[src/pwg_pkg.sv]
// Package: register map, field positions, reset values and mode codes of the PWM generator
package pwg_pkg;

  // Register byte offsets
  localparam logic [7:0] PWG_CTRL_OFS = 8'h00;
  localparam logic [7:0] PWG_PRESC_OFS = 8'h04;
  localparam logic [7:0] PWG_TOP_OFS = 8'h08;
  localparam logic [7:0] PWG_COUNT_OFS = 8'h0C;
  localparam logic [7:0] PWG_STATUS_OFS = 8'h10;
  localparam logic [7:0] PWG_MODE_OFS = 8'h14;
  localparam logic [7:0] PWG_DEAD_OFS = 8'h18;
  localparam logic [7:0] PWG_PORT_OFS = 8'h1C;
  localparam logic [7:0] PWG_DDR_OFS = 8'h20;
  localparam logic [7:0] PWG_COMP_OFS = 8'h24;
  localparam int PWG_COMP_STRIDE = 4;

  // Control register fields
  localparam int PWG_CTRL_EN_LSB = 0;
  localparam int PWG_CTRL_SLOPE_BIT = 4;
  localparam int PWG_CTRL_RUN_BIT = 5;
  localparam int PWG_CTRL_TOG_LSB = 8;

  // Dead time fields, in timer ticks
  localparam int PWG_DEAD_LO_LSB = 0;
  localparam int PWG_DEAD_HI_LSB = 4;
  localparam int PWG_DEAD_W = 4;

  // Status fields
  localparam int PWG_STAT_OVF_BIT = 0;

  // Reset values
  localparam logic [7:0] PWG_TOP_RST = 8'hFF;
  localparam logic [7:0] PWG_COMP_RST = 8'h00;
  localparam logic [7:0] PWG_PRESC_RST = 8'h00;

  // Compare output mode codes
  typedef enum logic [1:0] {
    PWG_COM_OFF = 2'h0,
    PWG_COM_COMPL = 2'h1,
    PWG_COM_NONINV = 2'h2,
    PWG_COM_INV = 2'h3
  } pwg_com_t;

endpackage

[src/pwg_top.sv]
// PWM generator: shared single/dual slope counter, compare channels, dead time and pin override
//
// Design decisions made here: the Wishbone interface to the registers and the placing of the registers.
`timescale 1ns/1ps
`default_nettype none

module pwg_top
  import pwg_pkg::*;
#(
  parameter int NCH = 3,
  parameter int CW = 8
) (
  // Clock and reset
  input wire logic clk_i,
  input wire logic rst_i,
  // Wishbone classic slave
  input wire logic wb_cyc_i,
  input wire logic wb_stb_i,
  input wire logic wb_we_i,
  input wire logic [7:0] wb_adr_i,
  input wire logic [3:0] wb_sel_i,
  input wire logic [31:0] wb_dat_i,
  output logic [31:0] wb_dat_o,
  output logic wb_ack_o,
  // Pins: bit 2i true output, bit 2i+1 inverted output of channel i
  output logic [2*NCH-1:0] pin_o,
  output logic [2*NCH-1:0] pin_oe_o,
  // Status
  output logic overflow_flag_o
);

  function automatic logic [31:0] merge(input logic [31:0] old, input logic [31:0] dat, input logic [3:0] sel);
    logic [31:0] m;
    m = {{8{sel[3]}}, {8{sel[2]}}, {8{sel[1]}}, {8{sel[0]}}};
    return (old & ~m) | (dat & m);
  endfunction
  function automatic logic [7:0] comp_ofs(input int idx);
    return 8'(int'(PWG_COMP_OFS) + PWG_COMP_STRIDE * idx);
  endfunction
  // Register state
  logic [31:0] ctrl_q, ctrl_d;
  logic [7:0] presc_q, presc_d;
  logic [CW-1:0] top_q, top_d;
  logic [2*NCH-1:0] mode_q, mode_d;
  logic [2*PWG_DEAD_W-1:0] dead_q, dead_d;
  logic [2*NCH-1:0] port_q, port_d;
  logic [2*NCH-1:0] ddr_q, ddr_d;
  logic [CW-1:0] comp_q [NCH];
  logic [CW-1:0] comp_d [NCH];
  logic ovf_q, ovf_d;
  logic ack_q, ack_d;
  logic [31:0] dat_q, dat_d;

  // Timer state
  logic [7:0] pcnt_q, pcnt_d;
  logic [CW-1:0] cnt_q, cnt_d;
  logic up_q, up_d;
  logic tick, any_en, slope, wrap, bottom, ovf_set;

  // Channel state
  logic [NCH-1:0] wave_q, wave_d;
  logic [NCH-1:0] wave_p_q, wave_p_d;
  logic [2*NCH-1:0] act_q, act_d;
  logic [PWG_DEAD_W-1:0] dt_q [NCH];
  logic [PWG_DEAD_W-1:0] dt_d [NCH];
  logic [NCH-1:0] oct_q, oct_d;
  logic [NCH-1:0] ocn_q, ocn_d;
  logic [2*NCH-1:0] pin_d, pin_oe_d;

  logic req, wr;
  assign req = wb_cyc_i & wb_stb_i & ~ack_q;
  assign wr = req & wb_we_i;
  // Bus register file
  always_comb begin
    ctrl_d = ctrl_q;
    presc_d = presc_q;
    top_d = top_q;
    mode_d = mode_q;
    dead_d = dead_q;
    port_d = port_q;
    ddr_d = ddr_q;
    comp_d = comp_q;
    ovf_d = ovf_q;
    ack_d = req;
    dat_d = dat_q;
    if (req) begin
      dat_d = 32'h0;
      case (wb_adr_i)
        PWG_CTRL_OFS: dat_d = ctrl_q;
        PWG_PRESC_OFS: dat_d = 32'(presc_q);
        PWG_TOP_OFS: dat_d = 32'(top_q);
        PWG_COUNT_OFS: dat_d = 32'(cnt_q);
        PWG_STATUS_OFS: dat_d = 32'(ovf_q);
        PWG_MODE_OFS: dat_d = 32'(mode_q);
        PWG_DEAD_OFS: dat_d = 32'(dead_q);
        PWG_PORT_OFS: dat_d = 32'(port_q);
        PWG_DDR_OFS: dat_d = 32'(ddr_q);
        default: dat_d = 32'h0;
      endcase
      for (int i = 0; i < NCH; i++) begin
        if (wb_adr_i == comp_ofs(i)) begin
          dat_d = 32'(comp_q[i]);
        end
      end
    end
    if (wr) begin
      case (wb_adr_i)
        PWG_CTRL_OFS: ctrl_d = merge(ctrl_q, wb_dat_i, wb_sel_i);
        PWG_PRESC_OFS: presc_d = 8'(merge(32'(presc_q), wb_dat_i, wb_sel_i));
        PWG_TOP_OFS: top_d = CW'(merge(32'(top_q), wb_dat_i, wb_sel_i));
        PWG_MODE_OFS: mode_d = (2*NCH)'(merge(32'(mode_q), wb_dat_i, wb_sel_i));
        PWG_DEAD_OFS: dead_d = (2*PWG_DEAD_W)'(merge(32'(dead_q), wb_dat_i, wb_sel_i));
        PWG_PORT_OFS: port_d = (2*NCH)'(merge(32'(port_q), wb_dat_i, wb_sel_i));
        PWG_DDR_OFS: ddr_d = (2*NCH)'(merge(32'(ddr_q), wb_dat_i, wb_sel_i));
        PWG_STATUS_OFS: begin
          if (wb_sel_i[0] && wb_dat_i[PWG_STAT_OVF_BIT]) begin
            ovf_d = 1'b0;
          end
        end
        default: ;
      endcase
      for (int i = 0; i < NCH; i++) begin
        if (wb_adr_i == comp_ofs(i)) begin
          comp_d[i] = CW'(merge(32'(comp_q[i]), wb_dat_i, wb_sel_i));
        end
      end
    end
    // Set wins over a same-cycle clear
    if (ovf_set) begin
      ovf_d = 1'b1;
    end
  end

  always_ff @(posedge clk_i) begin
    if (rst_i) begin
      ctrl_q <= 32'h0;
      presc_q <= PWG_PRESC_RST;
      top_q <= CW'(PWG_TOP_RST);
      mode_q <= '0;
      dead_q <= '0;
      port_q <= '0;
      ddr_q <= '0;
      for (int i = 0; i < NCH; i++) begin
        comp_q[i] <= CW'(PWG_COMP_RST);
      end
      ovf_q <= 1'b0;
      ack_q <= 1'b0;
      dat_q <= 32'h0;
    end else begin
      ctrl_q <= ctrl_d;
      presc_q <= presc_d;
      top_q <= top_d;
      mode_q <= mode_d;
      dead_q <= dead_d;
      port_q <= port_d;
      ddr_q <= ddr_d;
      comp_q <= comp_d;
      ovf_q <= ovf_d;
      ack_q <= ack_d;
      dat_q <= dat_d;
    end
  end

  // Timer clock enable and shared counter
  always_comb begin
    any_en = |ctrl_q[PWG_CTRL_EN_LSB +: NCH];
    slope = ctrl_q[PWG_CTRL_SLOPE_BIT];
    tick = ctrl_q[PWG_CTRL_RUN_BIT] && any_en && (pcnt_q == presc_q);
    pcnt_d = (ctrl_q[PWG_CTRL_RUN_BIT] && any_en && !tick) ? pcnt_q + 8'h01 : 8'h00;
    wrap = !slope && (cnt_q == top_q);
    bottom = slope && (cnt_q == '0);
    cnt_d = cnt_q;
    up_d = up_q;
    ovf_set = 1'b0;
    if (tick) begin
      if (!slope) begin
        up_d = 1'b1;
        if (wrap) begin
          cnt_d = '0;
          ovf_set = 1'b1;
        end else begin
          cnt_d = cnt_q + CW'(1);
        end
      end else if (top_q == '0) begin
        cnt_d = '0;
        up_d = 1'b1;
        ovf_set = 1'b1;
      end else if (up_q) begin
        if (cnt_q == top_q) begin
          cnt_d = top_q - CW'(1);
          up_d = 1'b0;
        end else begin
          cnt_d = cnt_q + CW'(1);
        end
      end else begin
        if (cnt_q == CW'(1)) begin
          ovf_set = 1'b1;
        end
        if (cnt_q == '0) begin
          cnt_d = CW'(1);
          up_d = 1'b1;
        end else begin
          cnt_d = cnt_q - CW'(1);
        end
      end
    end
  end

  always_ff @(posedge clk_i) begin
    if (rst_i) begin
      pcnt_q <= 8'h00;
      cnt_q <= '0;
      up_q <= 1'b1;
    end else begin
      pcnt_q <= pcnt_d;
      cnt_q <= cnt_d;
      up_q <= up_d;
    end
  end

  // Waveform, dead time and pin override per channel
  always_comb begin
    logic match;
    logic [1:0] eff;
    wave_d = wave_q;
    wave_p_d = wave_p_q;
    act_d = act_q;
    dt_d = dt_q;
    oct_d = oct_q;
    ocn_d = ocn_q;
    match = 1'b0;
    eff = 2'h0;
    for (int i = 0; i < NCH; i++) begin
      match = (cnt_q == comp_q[i]);
      // New mode is picked up only at a match
      eff = match ? mode_q[2*i +: 2] : act_q[2*i +: 2];
      if (tick && ctrl_q[PWG_CTRL_EN_LSB + i]) begin
        act_d[2*i +: 2] = eff;
        case (eff)
          PWG_COM_NONINV: begin
            if (wrap) wave_d[i] = 1'b1;
            else if (match) wave_d[i] = slope ? !up_q : 1'b0;
          end
          PWG_COM_INV: begin
            if (wrap) wave_d[i] = 1'b0;
            else if (match) wave_d[i] = slope ? up_q : 1'b1;
          end
          PWG_COM_COMPL: begin
            if (ctrl_q[PWG_CTRL_TOG_LSB + i]) begin
              if (match) wave_d[i] = !wave_q[i];
            end else if (wrap || bottom) begin
              wave_d[i] = 1'b1;
            end else if (match) begin
              wave_d[i] = 1'b0;
            end
          end
          default: ;
        endcase
        wave_p_d[i] = wave_q[i];
        if (act_q[2*i +: 2] == PWG_COM_COMPL) begin
          // Both sides low while the delay runs out
          if (wave_q[i] != wave_p_q[i]) begin
            dt_d[i] = wave_q[i] ? dead_q[PWG_DEAD_HI_LSB +: PWG_DEAD_W] : dead_q[PWG_DEAD_LO_LSB +: PWG_DEAD_W];
            oct_d[i] = 1'b0;
            ocn_d[i] = 1'b0;
          end else if (dt_q[i] != '0) begin
            dt_d[i] = dt_q[i] - PWG_DEAD_W'(1);
          end else begin
            oct_d[i] = wave_q[i];
            ocn_d[i] = !wave_q[i];
          end
        end else begin
          dt_d[i] = '0;
          oct_d[i] = wave_q[i];
          ocn_d[i] = !wave_q[i];
        end
      end
    end
  end

  // Pin source: compare output whenever its active mode (picked up at a match) is set (inverted pin: mode one only); direction sets only the enables
  always_comb begin
    for (int i = 0; i < NCH; i++) begin
      pin_d[2*i] = (act_q[2*i +: 2] != PWG_COM_OFF) ? oct_q[i] : port_q[2*i];
      pin_d[2*i+1] = (act_q[2*i +: 2] == PWG_COM_COMPL) ? ocn_q[i] : port_q[2*i+1];
    end
    pin_oe_d = ddr_q;
  end

  always_ff @(posedge clk_i) begin
    if (rst_i) begin
      wave_q <= '0;
      wave_p_q <= '0;
      act_q <= '0;
      for (int i = 0; i < NCH; i++) begin
        dt_q[i] <= '0;
      end
      oct_q <= '0;
      ocn_q <= '0;
      pin_o <= '0;
      pin_oe_o <= '0;
    end else begin
      wave_q <= wave_d;
      wave_p_q <= wave_p_d;
      act_q <= act_d;
      dt_q <= dt_d;
      oct_q <= oct_d;
      ocn_q <= ocn_d;
      pin_o <= pin_d;
      pin_oe_o <= pin_oe_d;
    end
  end

  assign wb_dat_o = dat_q;
  assign wb_ack_o = ack_q;
  assign overflow_flag_o = ovf_q;
endmodule // pwg_top
`default_nettype wire

[config.mk]
export PLATFORM = sky130hd
export DESIGN_NAME = pwg_top
export DESIGN_NICKNAME = d
export VERILOG_FILES = /design/src/pwg_pkg.sv /design/src/pwg_top.sv
export SDC_FILE = /design/constraint.sdc
export NUM_CORES = 1
export LEC_CHECK = 0
export BUFFER_PORTS_ARGS = -buffer_cell sky130_fd_sc_hd__buf_2
export CAP_MARGIN = 10
export CORE_MARGIN = 2
export CORE_UTILIZATION = 30
export DETAILED_ROUTE_END_ITERATION = 8
export GPL_TIMING_DRIVEN = 0
export PLACE_DENSITY = 0.48
export SLEW_MARGIN = 30
export SYNTH_ARGS = -nofsm -noshare
export SYNTH_HDL_FRONTEND = slang
export SYNTH_SLANG_ARGS = --single-unit
[constraint.sdc]
create_clock -name clk_i -period 2.2 [get_ports clk_i]
set_clock_uncertainty 0.2 [all_clocks]
set_input_delay 0.22 -clock clk_i [delete_from_list [all_inputs] [get_ports clk_i]]
set_output_delay 0.22 -clock clk_i [all_outputs]
set_load 0.005 [all_outputs]
Word-level counts from Yosys, hierarchy flattened
Index checks and enable logic that the tools add are counted.

Add/subtract/negate cells: 7. Equality and inequality tests: 50. Multiplexer cells: 93. Bitwise gates (word level): 27. Reduce and logical (&&, ||, !) cells: 53.

Operator list (count): $pmux 32 s9 (1); $mux 32 (3); $mux 1 (65); $and 32x32->32 (2); $and 8x8->8 (6); $mux 4 (12); $mux 8 (6); $or 8x8->8 (6); $ne 3x3->1 const B (15); $eq 8x8->1 (5); $eq 8x5->1 const B (4); $eq 8x6->1 const B (4); $not 32->32 (1); $or 32x32->32 (1); $reduce_and 2->1 (16); $logic_not 8->1 (3); $and 6x6->6 (3); $or 6x6->6 (3); $reduce_and 6->1 (3); $add 8x1->8 const B (2); $eq 8x4->1 const B (2); $sub 8x1->8 const B (2); $eq 2x1->1 const B (6); $eq 2x2->1 const B (6); 18 further kinds (53).

Bits in registers: 191. Output and inout bits: 46.

Longest topological paths before layout
Gate-level depths: netlist of the first run.

Depth after elaboration: 8. Depth in mapped cells: 10. Depth with buffers taken out: 9.

Least setup slack after synthesis of the first run
No wires, ideal clock.

Path type: register -> register. Start: register cnt_q[0]. End: register wave_q[0]. Setup time: 0.064 ns. Data arrival time: 2.006 ns. Slack: -0.069 ns. Stages on the path, launching flop included: 11. Cells stage by stage: dfxtp_1 > buf_2 > inv_1 > ha_1 > nor3b_1 > nand3_1 > o31a_1 > a211oi_2 > o31ai_1 > mux2_1 > nor2_1.

Cells in the longest elaborated chain, start to end: 6.

RTL lines: from (decl) (line pwg_top.sv:56) `logic [CW-1:0] cnt_q, cnt_d;`; from (signal assigned) (line pwg_top.sv:216) `cnt_q <= cnt_d;`; parallel branches: the longest is 6 deep, another holds $eq 8x8->1; to (signal assigned) (line pwg_top.sv:303) `wave_q <= wave_d;`; to (decl) (line pwg_top.sv:61) `logic [NCH-1:0] wave_q, wave_d;`.

Several ways; the timed one is not identified. A chain may end at the register's enable or synchronous reset.

Worst setup path after layout of the first run
Start: register cnt_q[6]. End: register wave_q[2].

The elaborated chain is that of the path after synthesis.

==> impl_metrics.toml, run 1 <==
[detailed_routing]
drc_errors = 0
ant_nets = 0
drt-total-wl_um = 36200
vias = 9385
vias_per_cell = 5.12
drt_iter0_drc = 680
wl_per_cell_um = 19.8
drt_pre_antenna_iters = 5

[logic_synthesis]
synth_cell_types = 76
syn-cell-area_um2 = 9750
yosysMostFrequentCell = "nand2_1"
synth-edff-count = 0
synth_area_leaders = "dfxtp_1 (39%), nand2_1 (7.5%), a21oi_1 (6.3%), mux2i_1 (5.3%), nand3_1 (4.4%)"
syn_avg_cell_area_um2 = 8.17
async_flop_share_pct = 0
synth_top_area_share_pct = 39.2
synthTopCellsByCount = "nand2_1 (194), dfxtp_1 (191), a21oi_1 (122)"
ys_seq_area_share_pct = 39.2
yosys_most_used_dff = "dfxtp_1"
synth_top_area_cell = "dfxtp_1"
syn_nets = 1259
yosysWarnings = 0
ys_seq_elements = 191
syn_inst = 1194

[critical_path]
endpoint_kind = "register"
path_max_fanout = 8
crit_type = "register to register"
r2r-end = "wave_q[2]"
crit_arrival_ns = 2.45
crit_end = "wave_q[2]"
ff2ff_path_depth = 9
r2r-start = "cnt_q[6]"
reg2reg_slack_ns = -0.12
startpoint = "cnt_q[6]"
cp-start-kind = "register"
critical_path_required_ns = 2.33

[floorplanning]
start_util_pct = 30.2
die_w_um = 184
dieArea_um2 = 34000
die_h_um = 184
core_um2 = 32300
num_rows = 66
pin_count = 95

[sta]
max-slew-margin-rel_pct = 36.6
tightest_slew_ns = 0.951
hold_viol = 0
worst_slack_ns = -0.117
period_share_pct = 105
setup_viol = 5
fmax_ghz = 0.432
period_minus_slack_ns = 2.32
rsz0062_at_grt = "yes"
setup_tns_ns = -0.351
slew_viol_final = 0

[cells_and_area]
nNetsFinal = 1445
fin_area_um2 = 12900
area_delta_synth_final_pct = 31.9
n_antenna_cell = 0
fill_cells = 3265
stdcell_count = 1832
regArea_um2 = 3860
layout-drive-gt1-share_pct = 24.7
multi_input_area_um2 = 6050

[placed_design]
gp_congestion = 0.870
placed_cell_area_um2 = 10800
hpwl_um = 25200
dp.cells = 1723
io_buffers = 87
pre_cts_ws_ns = -0.572

[power_and_ir_drop]
p_total_uw = 6850
irDropWorstVdd_mv = 0.408
p_leak_uw = 0.00492
powerDensity_nw_per_um2 = 533

[clock_network]
cts_buffer_depth = 2
clock_latency_ns = 0.45
cts.clk_slew.worst_paths_ns = 0.07
cts_tree = "done"
cts_made_buffers = 17
h-tree-depth = 4
clkSinkCount = 191
cts_root_buffer = "clkbuf_16"

[global_routing]
globalRouteOverflowTotal = 0
grt_pass1_vias = 8982
grt_usage_pct = 21.3
antenna_found_initial = 0
grt_pass1_wl_um = 54500
grt_max_degree = 17

[hold_path]
hp-class = "input port to register"

[run_status]
status = "finished with violations"
violations = "negative setup slack"

[flow_run]
max_cap_viol_count = 0
## layer usage
metal  up-vias  part of all wire [%]  global-route usage [%]
met5         -                     0                       0
met4         0                   3.4                    9.54
met3        67                   5.7                    3.97
met2       291                    46                    33.4
met1      4471                    45                    28.5
li1       4556                     -                       -
## metrics by stage
step	utilization [%]	hold slack [ns]
6_report	39.8	0.0682
5_1_grt	39.8	0.133
4_1_cts	38.4	0.0528
3_5_place_dp	33.3	0.243
3_3_place_gp	33.3	0.238
2_1_floorplan	-	0.141
## worst min path at each step
| stage | from | endpoint | depth (start not counted) |
|---|---|---|---|
| 4_1_cts | wb_stb_i | wb_dat_o[2] | 5 |
| 5_1_grt | wb_stb_i | wb_dat_o[1] | 5 |
| 3_5_place_dp | wb_dat_o[18] | wb_dat_o[18] | 2 |
| 2_1_floorplan | wb_dat_i[7] | register | 2 |
| 3_3_place_gp | wb_dat_o[22] | wb_dat_o[22] | 2 |
| 6_report | wb_stb_i | wb_dat_o[2] | 5 |
## layout by cell type (no fill, tap or decap), types with 15 or more instances in the layout
master         instances
o21ai_0               20
xnor2_1               20
dfxtp_2               15
a21oi_1              120
nand3_1               81
dfxtp_1              170
ha_1                  15
a211oi_1              17
clkbuf_16             17
mux2i_1               49
buf_6                 15
a22oi_1               18
dlygate4sd3_1         27
buf_4                 44
buf_2                101
inv_1                 24
xor2_1                21
nand2_1              192
nor2_1                87
clkbuf_1              42
## kinds of logic after synthesis
kind of cell | Yosys count | share of synthesized area (%)
AOI/OAI and AO/OA | 255 | 16.4
xor gates and xnor gates | 63 | 6.00
adders and majority gates | 16 | 2.05
buffers and inverters | 113 | 5.50
DFF | 191 | 39.2
muxes | 61 | 6.38
and+or+nand+nor | 495 | 24.4
## power breakdown
| group | switching, uW | internal (uW) |
|---|---|---|
| Combinational | 234 | 112 |
| Sequential | 6.09 | 3460 |
| Clock | 1470 | 1570 |
| Total | 1720 | 5140 |
## worst max-delay path, stage by stage, from the launching register on
cell and delay [ns]:
dfxtp_2 0.34, buf_8 0.14, buf_4 0.15, xnor2_2 0.14, nand4_1 0.16, nor2_4 0.29, mux2i_4 0.32, nor4b_4 0.23
o21ai_1 0.10, mux2i_1 0.12
## final cells by class
cell class | instances | share of cell area, %
multi-input cells | 890 | 47.0
flip-flops and latches | 191 | 30.0
plain buffers | 83 | 4.06
inverters | 26 | 0.817
clock inverters | 10 | 0.856
clock buffers | 19 | 3.36
repair buffers | 171 | 9.58
well taps | 442 | 4.30
## what timing repair did
item                                    4_1_cts  5_1_grt
hold buffers                                 27        0
gates resized for setup                     128       70
endpoints found under the hold margin        39        0
pin swaps                                    31       27
endpoints found under the setup margin      138       44
setup buffers                                37       20
No activity file was read; power rests on OpenSTA's default activity.
==> run 2: changes to the inputs <==
--- a/config.mk
+++ b/config.mk
@@ -7,11 +7,12 @@
 export LEC_CHECK = 0
 export BUFFER_PORTS_ARGS = -buffer_cell sky130_fd_sc_hd__buf_2
 export CAP_MARGIN = 10
-export CORE_MARGIN = 2
+export CORE_MARGIN = 5
 export CORE_UTILIZATION = 30
 export DETAILED_ROUTE_END_ITERATION = 8
 export GPL_TIMING_DRIVEN = 0
 export PLACE_DENSITY = 0.48
+export SKIP_CTS_REPAIR_TIMING = 1
 export SLEW_MARGIN = 30
 export SYNTH_ARGS = -nofsm -noshare
 export SYNTH_HDL_FRONTEND = slang
==> run 2 against run 1 <==
Effect of this change: the flow still finishes with violations (negative setup slack); non-clock buffer count is 2 higher; cell area is 0.12% higher; global-route usage is 2.4 points lower; core utilization hardly changed; worst hold slack better by 0.015 ns; combinational power hardly changed; die area is 6.6% higher; largest cell class unchanged; largest power group is now clock.
==> impl_metrics.toml, run 2 (synthesized netlist as in run 1, its figures left out) <==
[clock_network]
cts.clk_slew.worst_paths_ns = 0.07
clock_latency_ns = 0.45
cts_made_buffers = 17
clkSinkCount = 191
cts_root_buffer = "clkbuf_16"
cts_buffer_depth = 2
h-tree-depth = 4
cts_tree = "done"

[sta]
tightest_slew_ns = 0.948
rsz0062_at_grt = "yes"
period_share_pct = 107
fmax_ghz = 0.425
hold_viol = 0
setup_viol = 21
max-slew-margin-rel_pct = 36.8
worst_slack_ns = -0.150
slew_viol_final = 0
period_minus_slack_ns = 2.35

[detailed_routing]
drt_pre_antenna_iters = 7
drt-total-wl_um = 36100
wl_per_cell_um = 19.6
drc_errors = 0
ant_nets = 0
drt_iter0_drc = 722
vias_per_cell = 5.15
vias = 9463

[critical_path]
cp-start-kind = "register"
ff2ff_path_depth = 9
crit_chain = "buf_12, buf_12, xnor2_4, nand4_1, nor2_4, mux2i_4, nor4b_4, o21ai_2, mux2i_1"
crit_slowest_cell = "dfxtp_4"
critical-path-max-stage-delay_ns = 0.38
critPathMostFrequentCell = "buf_12"
critPathBufInv = 2
endpoint_kind = "register"
cp.depth = 9
crit_type = "register to register"
path_max_fanout = 5
critical_path_required_ns = 2.33
crit_family = "simple AND/OR/NAND/NOR gates"
crit_arrival_ns = 2.48

[global_routing]
antenna_found_initial = 0
grt_usage_pct = 19.0
grt_max_degree = 18
grt_pass1_vias = 8657
grt_pass1_wl_um = 53000
globalRouteOverflowTotal = 0

[cells_and_area]
final_common_cell = "nand2_1"
area_delta_synth_final_pct = 32.1
fill_cells = 3268
nNetsFinal = 1447
n_antenna_cell = 0
final_cell_mix = "nand2_1 (192), dfxtp_1 (172), a21oi_1 (119)"
stdcell_count = 1837
layout-drive-gt1-share_pct = 23.9
fin_area_um2 = 12900

[power_and_ir_drop]
p_sw_share_pct = 23.8
p_total_uw = 7300
irDropWorstVdd_mv = 0.403
power_frac_clock_pct = 47.9
p_int_uw = 5560
power_switching_uw = 1730
p_leak_uw = 0.00495
powerDensity_nw_per_um2 = 566
seqPwrFrac_pct = 47.4
combPwrFrac_pct = 4.7

[hold_path]
hp-class = "input port to register"
hold_depth = 5

[flow_run]
max_cap_viol_count = 0

[placed_design]
gp_congestion = 0.938
placed_cell_area_um2 = 10800
dp.cells = 1723
hpwl_um = 25300
pre_cts_ws_ns = -0.702
io_buffers = 87

[floorplanning]
core_um2 = 32300
start_util_pct = 30.2
die_h_um = 190
die_w_um = 190
dieArea_um2 = 36200
pin_count = 95
num_rows = 66

[run_status]
violations = "negative setup slack"
status = "finished with violations"
## run 2: cell count changes in the layout (fill, tap and decap cells not counted), moves of 5 or more
cell,previous run,this run
xnor2_2,13,7
buf_4,44,49
dfxtp_2,15,10
buf_6,15,10
xnor2_1,20,28
## run 2: worst paths after layout
kind           startpoint         endpoint  slack [ns]
min reg2reg  wb_dat_o[10]     wb_dat_o[10]        0.25
min           wb_adr_i[6]  overflow_flag_o        0.08
max              cnt_q[0]        wave_q[2]       -0.15
max reg2reg      cnt_q[0]        wave_q[2]       -0.15
## run 2: stage by stage
stage | hold slack, ns | util [%] | TNS (ns)
2_1_floorplan | 0.141 | - | 0
3_3_place_gp | 0.240 | 33.3 | -67.05
3_5_place_dp | 0.242 | 33.3 | -67.48
4_1_cts | -0.210 | 35.3 | -43.40
5_1_grt | 0.115 | 39.9 | -2.86
6_report | 0.0834 | 39.9 | -1.15
## run 2: per-layer routing
layer / track usage (%) / part of all wire, %
met5: 0 / 0
met4: 4.97 / 2.4
met3: 3.39 / 6.0
met2: 30.4 / 47
met1: 26.5 / 45
## run 2: final cells by class
type,count,area (um2),share of cell area (%)
Timing Repair Buffer,172,1220,9.46
Clock inverter,13,196,1.53
Multi-Input combinational cell,890,5930,46.0
Tap cell,442,553,4.29
Buffer,84,557,4.32
Inverter,26,105,0.816
Clock buffer,19,453,3.52
Sequential cell,191,3870,30.0
## run 2: worst register-to-register path, delay by kind of cell (launching register included)
family | cells | cell delay, ns
and+or+nand+nor | 3 | 0.69
muxes | 2 | 0.44
DFF | 1 | 0.38
buffers and inverters | 2 | 0.28
xor gates and xnor gates | 1 | 0.15
AOI/OAI and AO/OA | 1 | 0.10
## run 2: power by group through the flow
stage	sequential [uW]	clock, uW	combinational (uW)
3_5_place_dp	3550	0	295
5_1_grt	3460	3690	369
3_3_place_gp	3550	0	295
4_1_cts	3470	3560	295
2_1_floorplan	3550	0	126
6_report	3460	3490	345
==> run 3: changes to the inputs <==
--- a/config.mk
+++ b/config.mk
@@ -10,7 +10,7 @@
 export CORE_MARGIN = 5
 export CORE_UTILIZATION = 30
 export DETAILED_ROUTE_END_ITERATION = 8
-export GPL_TIMING_DRIVEN = 0
+export MAX_ROUTING_LAYER = met4
 export PLACE_DENSITY = 0.48
 export SKIP_CTS_REPAIR_TIMING = 1
 export SLEW_MARGIN = 30
==> run 3 against run 2 <==
Effect of this change: the run ends with negative hold slack, negative setup slack left; sequential share of layout area down 0.78 points; core utilization increased by 0.86 points; register-to-register slack improved by 0.11 ns; worst hold slack got worse by 0.11 ns; sequential cell count is the same; cell area is 2.1% higher; routed wire length is 8.2% lower; die area is the same; combinational power decreased by 8.1%; sequential power about the same.
==> impl_metrics.toml, run 3 (synthesized netlist as in run 1, its figures left out) <==
[clock_network]
clkSinkCount = 191
cts_root_buffer = "clkbuf_16"
h-tree-depth = 4
cts.clk_slew.worst_paths_ns = 0.09
cts_tree = "done"
clock_latency_ns = 0.45
cts_buffer_depth = 2
cts_made_buffers = 17

[critical_path]
crit_slowest_cell = "dfxtp_4"
reg2reg_slack_ns = -0.04
critical-path-max-stage-delay_ns = 0.38
endpoint_kind = "register"
crit_family = "simple AND/OR/NAND/NOR gates"
ff2ff_path_depth = 8
r2r-end = "wave_q[0]"
crit_arrival_ns = 2.43
r2r-start = "cnt_q[4]"
path_max_fanout = 6
cp-start-kind = "register"
critical_path_required_ns = 2.39
crit_type = "register to register"
critPathMostFrequentCell = "a221oi_2"
critPathBufInv = 1
crit_chain = "xnor2_1, nand4_4, buf_6, or3_1, a221oi_2, a221oi_2, mux2_4, nor2_1"

[power_and_ir_drop]
powerDensity_nw_per_um2 = 540
p_total_uw = 7110
p_leak_uw = 0.00524
irDropWorstVdd_mv = 0.388

[hold_path]
hold_depth = 2
hold_path_startpoint = "rst_i"
holdPathEnd = "wave_q[0]"
hp-class = "input port to register"

[global_routing]
grt_pass1_wl_um = 50800
grt_max_degree = 63
antenna_found_initial = 0
grt_pass1_vias = 8724
grt_usage_pct = 18.3
globalRouteOverflowTotal = 0

[floorplanning]
pin_count = 95
core_um2 = 32300
die_h_um = 190
start_util_pct = 30.2
die_w_um = 190
dieArea_um2 = 36200
num_rows = 66

[sta]
max-slew-margin-rel_pct = 52.8
tightest_slew_ns = 0.708
setup_viol = 3
whs_ns = -0.0236
slew_viol_final = 0
setup_tns_ns = -0.0796
period_share_pct = 102
hold_viol = 10
rsz0062_at_grt = "yes"
fmax_ghz = 0.447
period_minus_slack_ns = 2.24
worst_slack_ns = -0.0396

[run_status]
violations = "negative hold slack, negative setup slack"
status = "finished with violations"

[placed_design]
hpwl_um = 24400
placed_cell_area_um2 = 11700
io_buffers = 94
gp_congestion = 0.967
pre_cts_ws_ns = -0.261

[detailed_routing]
wl_per_cell_um = 17.6
drc_errors = 0
vias = 9352
drt-total-wl_um = 33100
drt_iter0_drc = 599
vias_per_cell = 4.97
drt_pre_antenna_iters = 5
ant_nets = 0

[cells_and_area]
fin_area_um2 = 13200
layout-drive-gt1-share_pct = 28.4
nNetsFinal = 1491
fill_cells = 3309
final_cell_mix = "nand2_1 (193), dfxtp_1 (180), buf_4 (156)"
n_antenna_cell = 0
area_delta_synth_final_pct = 34.9
final_common_cell = "nand2_1"

[flow_run]
max_cap_viol_count = 0
run 3: changes by cell type in the layout (fill, tap and decap cells not counted), sizes merged:
cell         before  now
bufinv            4    0
clkinv            3    6
inv              32   35
clkbuf           81   17
buf             167  272
dlygate4sd3      27   28
run 3: worst max path at each step:
stage | from | slack, ns | cells past startpoint | end
finish | cnt_q[4] | -0.04 | 8 | wave_q[0]
floorplan | cnt_q[1] | 0.02 | 10 | wave_q[0]
global placement | cnt_q[5] | -0.21 | 7 | cnt_q[6]
detailed placement | register | -0.26 | 9 | dt_q[7]
CTS | cnt_q[2] | -0.27 | 9 | wave_q[2]
global route | register | -0.16 | 9 | oct_q[0]
run 3: cell type report:
cell class | count | area (um2) | area share [%]
repair buffers | 300 | 2240 | 17.0
flip-flops and latches | 191 | 3850 | 29.3
well taps | 442 | 553 | 4.20
multi-input cells | 890 | 5780 | 43.9
clock buffers | 17 | 425 | 3.23
inverters | 26 | 97.6 | 0.742
clock inverters | 15 | 214 | 1.63
run 3: report_power, final:
group | leakage, uW | total [uW] | switching [uW] | internal, uW
registers | 0.00154 | 3460 | 5.50 | 3460
clock network | 0.000307 | 3330 | 1730 | 1600
logic | 0.00339 | 317 | 194 | 123
run 3: stage by stage:
step                      util [%]  cells
after floorplan                  -   1194
after global placement        36.3   1812
after detailed placement      36.3   1812
after CTS                     38.3   1844
after global routing          40.8   1881
final                         40.8   1881
run 3: worst reg2reg max path: stages, from the launching register on:
cell	delay [ns]
dfxtp_4	0.38
xnor2_1	0.26
nand4_4	0.15
buf_6	0.15
or3_1	0.38
a221oi_2	0.27
a221oi_2	0.05
mux2_4	0.27
nor2_1	0.08
run 3: layer usage:
layer	global-route usage, %	part of all wire [%]
met5	-	0
met4	4.97	2.3
met3	2.82	4.6
met2	28.7	47
met1	24.7	46
